$ cat src/hw/cml_consts.svh
// Register offsets, field positions, reset values and CRC constants
`ifndef CML_CONSTS_SVH
`define CML_CONSTS_SVH
// ----------------------------------------
// Register offsets
// ----------------------------------------
`define CML_OFS_DBG_ADDR 8'h00
`define CML_OFS_PTR_HI 8'h01
`define CML_OFS_PTR_LO 8'h02
`define CML_OFS_DATA 8'h03
`define CML_OFS_MSTAT 8'h04
`define CML_OFS_CKS0 8'h05
`define CML_OFS_CKS1 8'h06
`define CML_OFS_CKS2 8'h07
`define CML_OFS_CKS3 8'h08
// ----------------------------------------
// Field positions
// ----------------------------------------
`define CML_BUSY_BIT 0
`define CML_READ_LOCK_INDICATOR_BIT 0
`define CML_WRITE_LOCK_INDICATOR_BIT 1
`define CML_ERR_BIT 2
`define CML_SEC_WR_MSB 7
`define CML_SEC_WR_LSB 4
`define CML_SEC_RD_MSB 3
`define CML_SEC_RD_LSB 0
// ----------------------------------------
// Reset values and CRC constants
// ----------------------------------------
`define CML_SEC_RST 8'h00
`define CML_BLOCK_LAST 8'hff
`define CML_CRC16_POLY 16'h1021
`define CML_CRC32_POLY 32'h04c11db7
`define CML_CRC16_INIT 16'hffff
`define CML_CRC32_INIT 32'hffffffff
`endif

$ cat src/hw/cml_pkg.sv
// Types shared by the code memory lock and CRC block
package cml_pkg;
    // Engine state, one-hot
    typedef enum logic [4:0] {
        CML_ST_INIT_RD = 5'b00001,
        CML_ST_INIT_WT = 5'b00010,
        CML_ST_IDLE = 5'b00100,
        CML_ST_RUN = 5'b01000,
        CML_ST_DRAIN = 5'b10000
    } cml_state_e;
    // Write request towards code memory
    typedef struct packed {
        logic we;
        logic [15:0] addr;
        logic [7:0] data;
    } cml_mem_wr_s;
endpackage

$ cat src/hw/cml_lock_crc.sv
// Code memory security lock and CRC engine behind a register port
// Functional notes
// - Any upper security bit zero blocks writes
// - Any lower security bit zero blocks reads
// - Status shows lock bits for pointed location
// - Write lock can never be removed; a read lock alone is undone by rewriting the security byte and resetting
// - CRC works even when fully locked
// - Block CRC covers aligned 256 bytes only
// - Second checksum write starts full CRC
// - Busy flag set while CRC runs
// - Full CRC result in bytes three..zero
// - Full CRC polynomial 0x04C11DB7
// - First checksum write gives block high byte
// - Block CRC result in bytes one..zero
// - Block CRC polynomial 0x1021
// - Allowed data port access advances pointer by one; a refused one leaves it
//
// Design decisions made here: the address map and strobed register access.
`include "cml_consts.svh"
module cml_lock_crc
    import cml_pkg::*;
#(
    parameter int MEM_BYTES = 8192,
    parameter logic [15:0] SEC_ADDR = 16'h1fff
) (
    // Clock and reset
    input wire logic i_clk,
    input wire logic i_rstn,
    // Register port
    input wire logic [7:0] i_addr,
    input wire logic [7:0] i_wdata,
    input wire logic i_wr,
    input wire logic i_rd,
    output logic [7:0] o_rdata,
    // Code memory read port, data one cycle after address
    output logic [15:0] o_mem_addr,
    output logic o_mem_rd,
    input wire logic [7:0] i_mem_rdata,
    // Code memory write port
    output cml_mem_wr_s o_mem_wr
);
    // ----------------------------------------
    // Elaboration checks
    // ----------------------------------------
    if (MEM_BYTES < 256 || MEM_BYTES > 65536 || (MEM_BYTES % 256) != 0) begin : g_chk
        $error("MEM_BYTES must be a multiple of 256 between 256 and 65536");
    end

    localparam logic [15:0] LAST_ADDR = 16'(MEM_BYTES - 1);

    // ----------------------------------------
    // CRC step functions, one byte, MSB first
    // ----------------------------------------
    function automatic logic [15:0] crc16_step(input logic [15:0] c, input logic [7:0] d);
        logic [15:0] r;
        r = c;
        for (int i = 7; i >= 0; i--) begin
            r = (r[15] ^ d[i]) ? ((r << 1) ^ `CML_CRC16_POLY) : (r << 1);
        end
        return r;
    endfunction

    function automatic logic [31:0] crc32_step(input logic [31:0] c, input logic [7:0] d);
        logic [31:0] r;
        r = c;
        for (int i = 7; i >= 0; i--) begin
            r = (r[31] ^ d[i]) ? ((r << 1) ^ `CML_CRC32_POLY) : (r << 1);
        end
        return r;
    endfunction

    // ----------------------------------------
    // State
    // ----------------------------------------
    cml_state_e state_r, state_nxt;  // Engine state
    logic [7:0] sec_r;               // Latched security byte
    logic [15:0] ptr_r;              // Memory location pointer
    logic [15:0] crc_addr_r;         // Next address the engine reads
    logic [15:0] end_addr_r;         // Last address of current CRC
    logic mode32_r;                  // Full memory CRC running
    logic vld_r;                     // Memory data of engine valid now
    logic [15:0] crc16_r;            // Block CRC accumulator
    logic [31:0] crc32_r;            // Full CRC accumulator
    logic [7:0] cks_r [4];           // Checksum byte registers
    logic err_r;                     // Sticky refused access flag
    logic dp_q_r;                    // Data port read answered now
    logic dp_ok_q_r;                 // That read was allowed
    logic [7:0] rdata_r;             // Registered read data

    // ----------------------------------------
    // Decode
    // ----------------------------------------
    wire busy = (state_r != CML_ST_IDLE);
    wire wr_locked = ~&sec_r[`CML_SEC_WR_MSB:`CML_SEC_WR_LSB];
    wire rd_locked = ~&sec_r[`CML_SEC_RD_MSB:`CML_SEC_RD_LSB];
    wire in_range = (ptr_r <= LAST_ADDR);
    wire rd_ind = rd_locked & in_range;
    wire wr_ind = wr_locked & in_range;
    wire wr_dp = i_wr && i_addr == `CML_OFS_DATA;
    wire rd_dp = i_rd && i_addr == `CML_OFS_DATA;
    // The engine owns the memory while busy, so data port traffic is refused then
    wire dp_wr_ok = wr_dp && !busy && !wr_locked;
    wire dp_rd_ok = rd_dp && !busy && !rd_locked;
    wire dp_refused = (wr_dp || rd_dp) && !(dp_wr_ok || dp_rd_ok);
    wire start16 = i_wr && i_addr == `CML_OFS_CKS0 && !busy;
    wire start32 = i_wr && i_addr == `CML_OFS_CKS1 && !busy;
    wire [15:0] crc16_nxt = crc16_step(crc16_r, i_mem_rdata);
    wire [31:0] crc32_nxt = crc32_step(crc32_r, i_mem_rdata);
    wire [7:0] mstat_val = {5'h00, err_r, wr_ind, rd_ind};
    wire [7:0] rd_mux =
        (i_addr == `CML_OFS_DBG_ADDR) ? {7'h00, busy} :
        (i_addr == `CML_OFS_PTR_HI) ? ptr_r[15:8] :
        (i_addr == `CML_OFS_PTR_LO) ? ptr_r[7:0] :
        (i_addr == `CML_OFS_MSTAT) ? mstat_val :
        (i_addr == `CML_OFS_CKS0) ? cks_r[0] :
        (i_addr == `CML_OFS_CKS1) ? cks_r[1] :
        (i_addr == `CML_OFS_CKS2) ? cks_r[2] :
        (i_addr == `CML_OFS_CKS3) ? cks_r[3] : 8'h00;

    // Engine reads by its own address, otherwise the pointer is presented
    assign o_mem_addr = busy ? crc_addr_r : ptr_r;
    assign o_mem_rd = (state_r == CML_ST_RUN) || (state_r == CML_ST_INIT_RD) || dp_rd_ok;
    // A refused read returns zero rather than memory contents
    assign o_rdata = dp_q_r ? (dp_ok_q_r ? i_mem_rdata : 8'h00) : rdata_r;

    // ----------------------------------------
    // State machine
    // ----------------------------------------
    always_comb begin
        state_nxt = state_r;
        case (state_r)
            CML_ST_INIT_RD: state_nxt = CML_ST_INIT_WT;
            CML_ST_INIT_WT: state_nxt = CML_ST_IDLE;
            CML_ST_IDLE: begin
                // Lock state does not gate starts: verification stays possible
                if (start16 || start32) begin
                    state_nxt = CML_ST_RUN;
                end
            end
            CML_ST_RUN: begin
                if (crc_addr_r == end_addr_r) begin
                    state_nxt = CML_ST_DRAIN;
                end
            end
            CML_ST_DRAIN: state_nxt = CML_ST_IDLE;
            default: state_nxt = CML_ST_IDLE;
        endcase
    end

    always_ff @(posedge i_clk) begin
        if (!i_rstn) begin
            state_r <= CML_ST_INIT_RD;
        end else begin
            state_r <= state_nxt;
        end
    end

    // ----------------------------------------
    // Security byte: loaded after reset, bits may only clear
    // ----------------------------------------
    always_ff @(posedge i_clk) begin
        if (!i_rstn) begin
            sec_r <= `CML_SEC_RST; // Locked until the real byte is read
        end else if (state_r == CML_ST_INIT_WT) begin
            sec_r <= i_mem_rdata;
        end else if (dp_wr_ok && ptr_r == SEC_ADDR) begin
            sec_r <= sec_r & i_wdata;
        end
    end

    // ----------------------------------------
    // Location pointer
    // ----------------------------------------
    always_ff @(posedge i_clk) begin
        if (!i_rstn) begin
            ptr_r <= 16'h0000;
        end else if (dp_wr_ok || dp_rd_ok) begin
            ptr_r <= ptr_r + 16'h0001;
        end else if (i_wr && !busy && i_addr == `CML_OFS_PTR_HI) begin
            ptr_r[15:8] <= i_wdata;
        end else if (i_wr && !busy && i_addr == `CML_OFS_PTR_LO) begin
            ptr_r[7:0] <= i_wdata;
        end
    end

    // ----------------------------------------
    // Memory write port
    // ----------------------------------------
    always_ff @(posedge i_clk) begin
        if (!i_rstn) begin
            o_mem_wr <= '0;
        end else begin
            o_mem_wr <= '{we: dp_wr_ok, addr: ptr_r, data: i_wdata};
        end
    end

    // ----------------------------------------
    // Engine address walk
    // ----------------------------------------
    always_ff @(posedge i_clk) begin
        if (!i_rstn) begin
            crc_addr_r <= SEC_ADDR;
            end_addr_r <= 16'h0000;
            mode32_r <= 1'b0;
        end else if (start16) begin
            crc_addr_r <= {i_wdata, 8'h00};
            end_addr_r <= {i_wdata, `CML_BLOCK_LAST};
            mode32_r <= 1'b0;
        end else if (start32) begin
            crc_addr_r <= 16'h0000;
            end_addr_r <= LAST_ADDR;
            mode32_r <= 1'b1;
        end else if (state_r == CML_ST_RUN && crc_addr_r != end_addr_r) begin
            crc_addr_r <= crc_addr_r + 16'h0001;
        end
    end

    // ----------------------------------------
    // CRC accumulators and result bytes
    // ----------------------------------------
    always_ff @(posedge i_clk) begin
        if (!i_rstn) begin
            vld_r <= 1'b0;
            crc16_r <= `CML_CRC16_INIT;
            crc32_r <= `CML_CRC32_INIT;
            cks_r <= '{default: 8'h00};
        end else begin
            vld_r <= (state_r == CML_ST_RUN);
            if (start16 || start32) begin
                crc16_r <= `CML_CRC16_INIT;
                crc32_r <= `CML_CRC32_INIT;
            end else if (vld_r) begin
                crc16_r <= crc16_nxt;
                crc32_r <= crc32_nxt;
            end
            if (state_r == CML_ST_DRAIN && mode32_r) begin
                cks_r[3] <= crc32_nxt[31:24];
                cks_r[2] <= crc32_nxt[23:16];
                cks_r[1] <= crc32_nxt[15:8];
                cks_r[0] <= crc32_nxt[7:0];
            end else if (state_r == CML_ST_DRAIN) begin
                cks_r[1] <= crc16_nxt[15:8];
                cks_r[0] <= crc16_nxt[7:0];
            end
        end
    end

    // ----------------------------------------
    // Read data and error flag
    // ----------------------------------------
    always_ff @(posedge i_clk) begin
        if (!i_rstn) begin
            rdata_r <= 8'h00;
            dp_q_r <= 1'b0;
            dp_ok_q_r <= 1'b0;
            err_r <= 1'b0;
        end else begin
            rdata_r <= i_rd ? rd_mux : 8'h00;
            dp_q_r <= rd_dp;
            dp_ok_q_r <= dp_rd_ok;
            // A new refusal wins over a clear in the same cycle
            if (dp_refused) begin
                err_r <= 1'b1;
            end else if (i_wr && i_addr == `CML_OFS_MSTAT) begin
                err_r <= 1'b0;
            end
        end
    end

    // ----------------------------------------
    // Assertions
    // ----------------------------------------
    a_wr_lock_block: assert property (@(posedge i_clk) disable iff (!i_rstn)
        (wr_dp && wr_locked) |=> !o_mem_wr.we)
        else $error("write passed while write locked");

    a_rd_lock_zero: assert property (@(posedge i_clk) disable iff (!i_rstn)
        (rd_dp && rd_locked) |=> (o_rdata == 8'h00 && !$past(o_mem_rd && !busy)))
        else $error("read data leaked while read locked");

    a_mstat_lock_bits: assert property (@(posedge i_clk) disable iff (!i_rstn)
        (i_rd && i_addr == `CML_OFS_MSTAT && !i_wr) |=>
        (o_rdata[`CML_READ_LOCK_INDICATOR_BIT] == $past(rd_ind) && o_rdata[`CML_WRITE_LOCK_INDICATOR_BIT] == $past(wr_ind)))
        else $error("status lock bits do not match lock state");

    a_lock_no_undo: assert property (@(posedge i_clk) disable iff (!i_rstn)
        (state_r != CML_ST_INIT_WT) |=> ((sec_r & ~$past(sec_r)) == 8'h00))
        else $error("security bit returned to one");

    a_start_when_locked: assert property (@(posedge i_clk) disable iff (!i_rstn)
        (start32 && wr_locked && rd_locked) |=> (state_r == CML_ST_RUN))
        else $error("engine refused start while locked");

    a_block_aligned: assert property (@(posedge i_clk) disable iff (!i_rstn)
        (state_r == CML_ST_RUN && !mode32_r) |->
        (end_addr_r[7:0] == 8'hff && end_addr_r[15:8] == crc_addr_r[15:8]))
        else $error("block walk outside aligned 256 bytes");

    a_busy_block_len: assert property (@(posedge i_clk) disable iff (!i_rstn)
        start16 |=> busy [*8] ##249 busy ##1 !busy)
        else $error("block CRC busy time is not 257 cycles");

    a_busy_ignore: assert property (@(posedge i_clk) disable iff (!i_rstn)
        (busy && state_r != CML_ST_DRAIN && i_wr &&
        (i_addr == `CML_OFS_CKS0 || i_addr == `CML_OFS_CKS1)) |=>
        ($stable(end_addr_r) && $stable(mode32_r)))
        else $error("start write disturbed a running CRC");

    a_ptr_advance: assert property (@(posedge i_clk) disable iff (!i_rstn)
        (dp_rd_ok || dp_wr_ok) |=> (ptr_r == $past(ptr_r) + 16'h0001))
        else $error("pointer did not advance after data access");

    // The accumulator must have folded in the last byte before the result is shown
    a_full_result: assert property (@(posedge i_clk) disable iff (!i_rstn)
        (state_r == CML_ST_DRAIN && mode32_r) |=>
        ({cks_r[3], cks_r[2], cks_r[1], cks_r[0]} == crc32_r))
        else $error("full CRC result not placed in checksum bytes");

    // Results stand until the next CRC completes
    a_cks_hold: assert property (@(posedge i_clk) disable iff (!i_rstn)
        (state_r != CML_ST_DRAIN) |=>
        ($stable(cks_r[0]) && $stable(cks_r[1]) && $stable(cks_r[2]) && $stable(cks_r[3])))
        else $error("checksum bytes changed outside completion");

endmodule

$ cat config.mk
export PLATFORM = sky130hd
export DESIGN_NAME = cml_lock_crc
export DESIGN_NICKNAME = d
export VERILOG_FILES = /design/src/hw/cml_pkg.sv /design/src/hw/cml_lock_crc.sv
export VERILOG_INCLUDE_DIRS = /design/src /design/src/hw
export SDC_FILE = /design/constraint.sdc
export NUM_CORES = 1
export LEC_CHECK = 0
export BUFFER_PORTS_ARGS = -buffer_cell sky130_fd_sc_hd__buf_2
export CORE_MARGIN = 2
export CORE_UTILIZATION = 40
export CTS_BUF_LIST = sky130_fd_sc_hd__clkbuf_8
export DETAILED_ROUTE_END_ITERATION = 10
export HOLD_SLACK_MARGIN = 0.06
export PLACE_DENSITY = 0.65
export SKIP_LAST_GASP = 1
export SLEW_MARGIN = 0
export SYNTH_ARGS = -nofsm -noshare
export SYNTH_HDL_FRONTEND = slang
export SYNTH_SLANG_ARGS = --single-unit
$ cat constraint.sdc
create_clock -name i_clk -period 3.4 [get_ports i_clk]
set_input_delay 0.17 -clock i_clk [delete_from_list [all_inputs] [get_ports i_clk]]
set_output_delay 0.17 -clock i_clk [all_outputs]
set_load 0.03 [all_outputs]
==> results.toml <==
[global_routing]
grt_util_all_layers_pct = 23.4
overflow = 0
grt_pass1_wl_um = 40400
grt_start_max_net_pins = 70
antenna_found_initial = 0
grt_pass1_vias = 7220

[drt]
drc = 0
dr.pass1.iters = 6
via_per_inst = 5.51
wirelength_um = 25600
wl_per_cell_um = 18.0
antenna_left = 0
vias = 7832
first_iter_violations = 791

[yosys]
synth_cell_types = 66
ys_seq_area_share_pct = 40.5
synthesis.nets = 1096
syn_avg_cell_area_um2 = 7.97
ys_ff_latch = 172
syn_inst = 1066
synth_warnings = 0
synthDominantCellAreaShare_pct = 40.5
synthArstFlopShare_pct = 0
synth_ff_type = "dfxtp_1"
synth_edf_count = 0
synth.area.top_cells = "dfxtp_1 (41%), nand2_1 (8.1%), xnor2_1 (7.1%)"
synth_area_leader_cell = "dfxtp_1"
netlist_area_um2 = 8500

[setup_path]
path_cells = "or4_1 -> nor3_1 -> o211ai_1 -> and2_1 -> or3_1 -> a31o_2"
worstSetupStartpointType = "flop"
crit_slowest_cell = "or4_1"
crit_required_ps = 3770
critPathTopFamily = "simple AND/OR/NAND/NOR gates"
rrSetupSlack_ps = 710
crit_path_end_kind = "flop"
cp.arrival_ps = 3060
r2r_end = "crc_addr_r[12]$_SDFFE_PN1P_"
reg2reg_depth = 6
path_max_fanout = 18
criticalPathCategory = "flop to flop"
r2r-start = "crc_addr_r[4]$_SDFFE_PN1P_"
slowest_delay_ps = 520
cp.buffers_inverters = 0

[status]
status = "finished clean"

[timing]
setup_tns_ps = 0
slew_headroom_pct = 26.6
hold_viol = 0
period_minus_slack_ps = 2690
final.setup_skew_ps = 14.7
max_freq_ghz = 0.372
final-max-slew-violation-count = 0
tightest_slew_ps = 1100
fin_crit_sh_pct = 79.0
setup_viol = 0
grt_setup_unrepaired = "false"

[power]
p_per_area_nw_per_um2 = 412
power.total_uw = 4000
p_sw_uw = 1120
pwr-share-seq_pct = 50.7
clkPwrFrac_pct = 37.6
internal_power_uw = 2870
irDropWorstVdd_uv = 265
power_frac_comb_pct = 11.7
switching_share_pct = 28.1
leakagePower_uw = 0.00364

[clock_tree]
clock_path_buffers = 2
insertion_delay_ps = 470
cts_buffers = 17
root_buffer = "clkbuf_8"
htreeDepth = 4
cts_tree = "yes"
cts_resized = 0
postCtsHoldBufs = 15
clock-sinks = 172
clk_pin_slew_ps = 100
postCtsSetupBuffers = 0

[die]
start_util_pct = 40.6
io_pins = 78
core_area_um2 = 21000
die-area_um2 = 22400
dieHeight_um = 150
std_cell_rows = 53
die_w_um = 150

[cells_and_area]
fill_cells = 2132
fin_nets = 1164
drive_gt1_share_pct = 13.0
fin_util_pct = 46.4
fin_cells = 1422
area_delta_synth_final_pct = 14.3

[hold_path]
hold_depth = 3
min_from = "i_mem_rdata[1]"
hold_path.class = "input pin to flop"
hold_end = "sec_r[1]$_SDFFE_PN0P_"

[placement]
numPortBuffers = 77
dp.cells = 1373
gp_congestion = 0.928
place_hpwl_um = 18300

[flow_run]
maxCapViolCount = 0
-- flip-flops by register name, indices dropped and copies added (netlist names) --
signal      flops
o_mem_wr       25
state_r         5
err_r           1
vld_r           1
cks_r          32
mode32_r        1
rdata_r         8
sec_r           8
crc16_r        16
end_addr_r      9
dp_ok_q_r       1
dp_q_r          1
ptr_r          16
crc_addr_r     16
crc32_r        32
-- power by group through the flow --
stage	Clock, µW	Combinational (µW)	Sequential [µW]
finish	1500	467	2030
global route	1620	502	2030
CTS	1520	463	2030
detailed placement	0	448	2070
global placement	0	449	2070
floorplan	0	285	2080
-- area by class of cell --
| type | instances | area (µm²) | area share (%) |
|---|---|---|---|
| multi-input combinational | 805 | 4710 | 48.5 |
| sequential | 172 | 3440 | 35.5 |
| timing repair buffer | 117 | 728 | 7.50 |
| tap | 275 | 344 | 3.54 |
| clock buffer | 18 | 248 | 2.55 |
| clock inverter | 13 | 155 | 1.60 |
| inverter | 21 | 78.8 | 0.812 |
| antenna | 1 | 2.50 | 0.0258 |
-- synth_stat cells, drive strengths merged, types with 6 or more instances --
cell / instances
nand2: 183
dfxtp: 172
o21ai: 107
nor2: 98
xnor2: 69
a21oi: 61
clkbuf: 52
xor2: 37
and2: 31
nor3: 25
nand3: 24
mux2i: 22
inv: 20
buf: 16
a31oi: 14
nand4: 13
and3: 10
a211oi: 7
or3: 7
nand2b: 6
nor4: 6
o221a: 6
-- how the worst max path moves through the flow --
| stage | from | slack [ps] | cells past startpoint | end |
|---|---|---|---|---|
| 6_report | crc_addr_r[4]$_SDFFE_PN1P_ | 710 | 6 | crc_addr_r[12]$_SDFFE_PN1P_ |
| 5_1_grt | crc_addr_r[2]$_SDFFE_PN1P_ | 520 | 6 | crc_addr_r[15]$_SDFFE_PN0P_ |
| 4_1_cts | crc_addr_r[4]$_SDFFE_PN1P_ | 730 | 6 | crc_addr_r[12]$_SDFFE_PN1P_ |
| 3_5_place_dp | i_addr[5] | 540 | 7 | ptr_r[9]$_SDFFE_PN0P_ |
| 3_3_place_gp | i_addr[5] | 590 | 7 | ptr_r[9]$_SDFFE_PN0P_ |
| 2_1_floorplan | i_addr[5] | 790 | 9 | ptr_r[9]$_SDFFE_PN0P_ |
-- routing by layer --
metal,vias to the layer above,GRT usage (%),part of all wire (%),wire [µm]
met3,46,4.30,6.7,1710
met2,330,36.6,45,11400
met1,3661,32.6,46,11800
li1,3795,-,-,-
met4,0,7.92,2.3,593
met5,-,0,0,0
-- cell families after synthesis --
group / share of synthesized area, %
simple gates: 22.6
compound gates: 17.2
flops: 40.5
xor+xnor: 12.0
buf+inv: 4.18
mux: 3.25
fa+ha+maj: 0.294
-- layout by cell type, fill, tap and decap left out, types with 17 or more instances in the layout --
cell and count:
nand2_1 183, dfxtp_1 171, o21ai_0 105, nor2_1 97, buf_2 77, xnor2_1 69, a21oi_1 61, xor2_1 37
and2_1 31, nor3_1 25, nand3_1 24, buf_4 23, mux2i_1 22, inv_1 20, clkbuf_8 18, dlygate4sd3_1 17
-- worst min-delay path, delay by kind of cell --
family	cells	cell delay, ps
and+or+nand+nor	1	80
buffers and inverters	1	180
AOI/OAI and AO/OA	1	70
-- stage by stage --
step	area [µm²]	worst slack (ps)	hold WS, ps
after floorplan	8500	791	279
after global placement	9140	586	456
after detailed placement	9140	542	462
after CTS	9690	734	61.4
after global routing	9710	523	68.6
final	9710	712	85.4
Power figures use the tool's default switching activity.
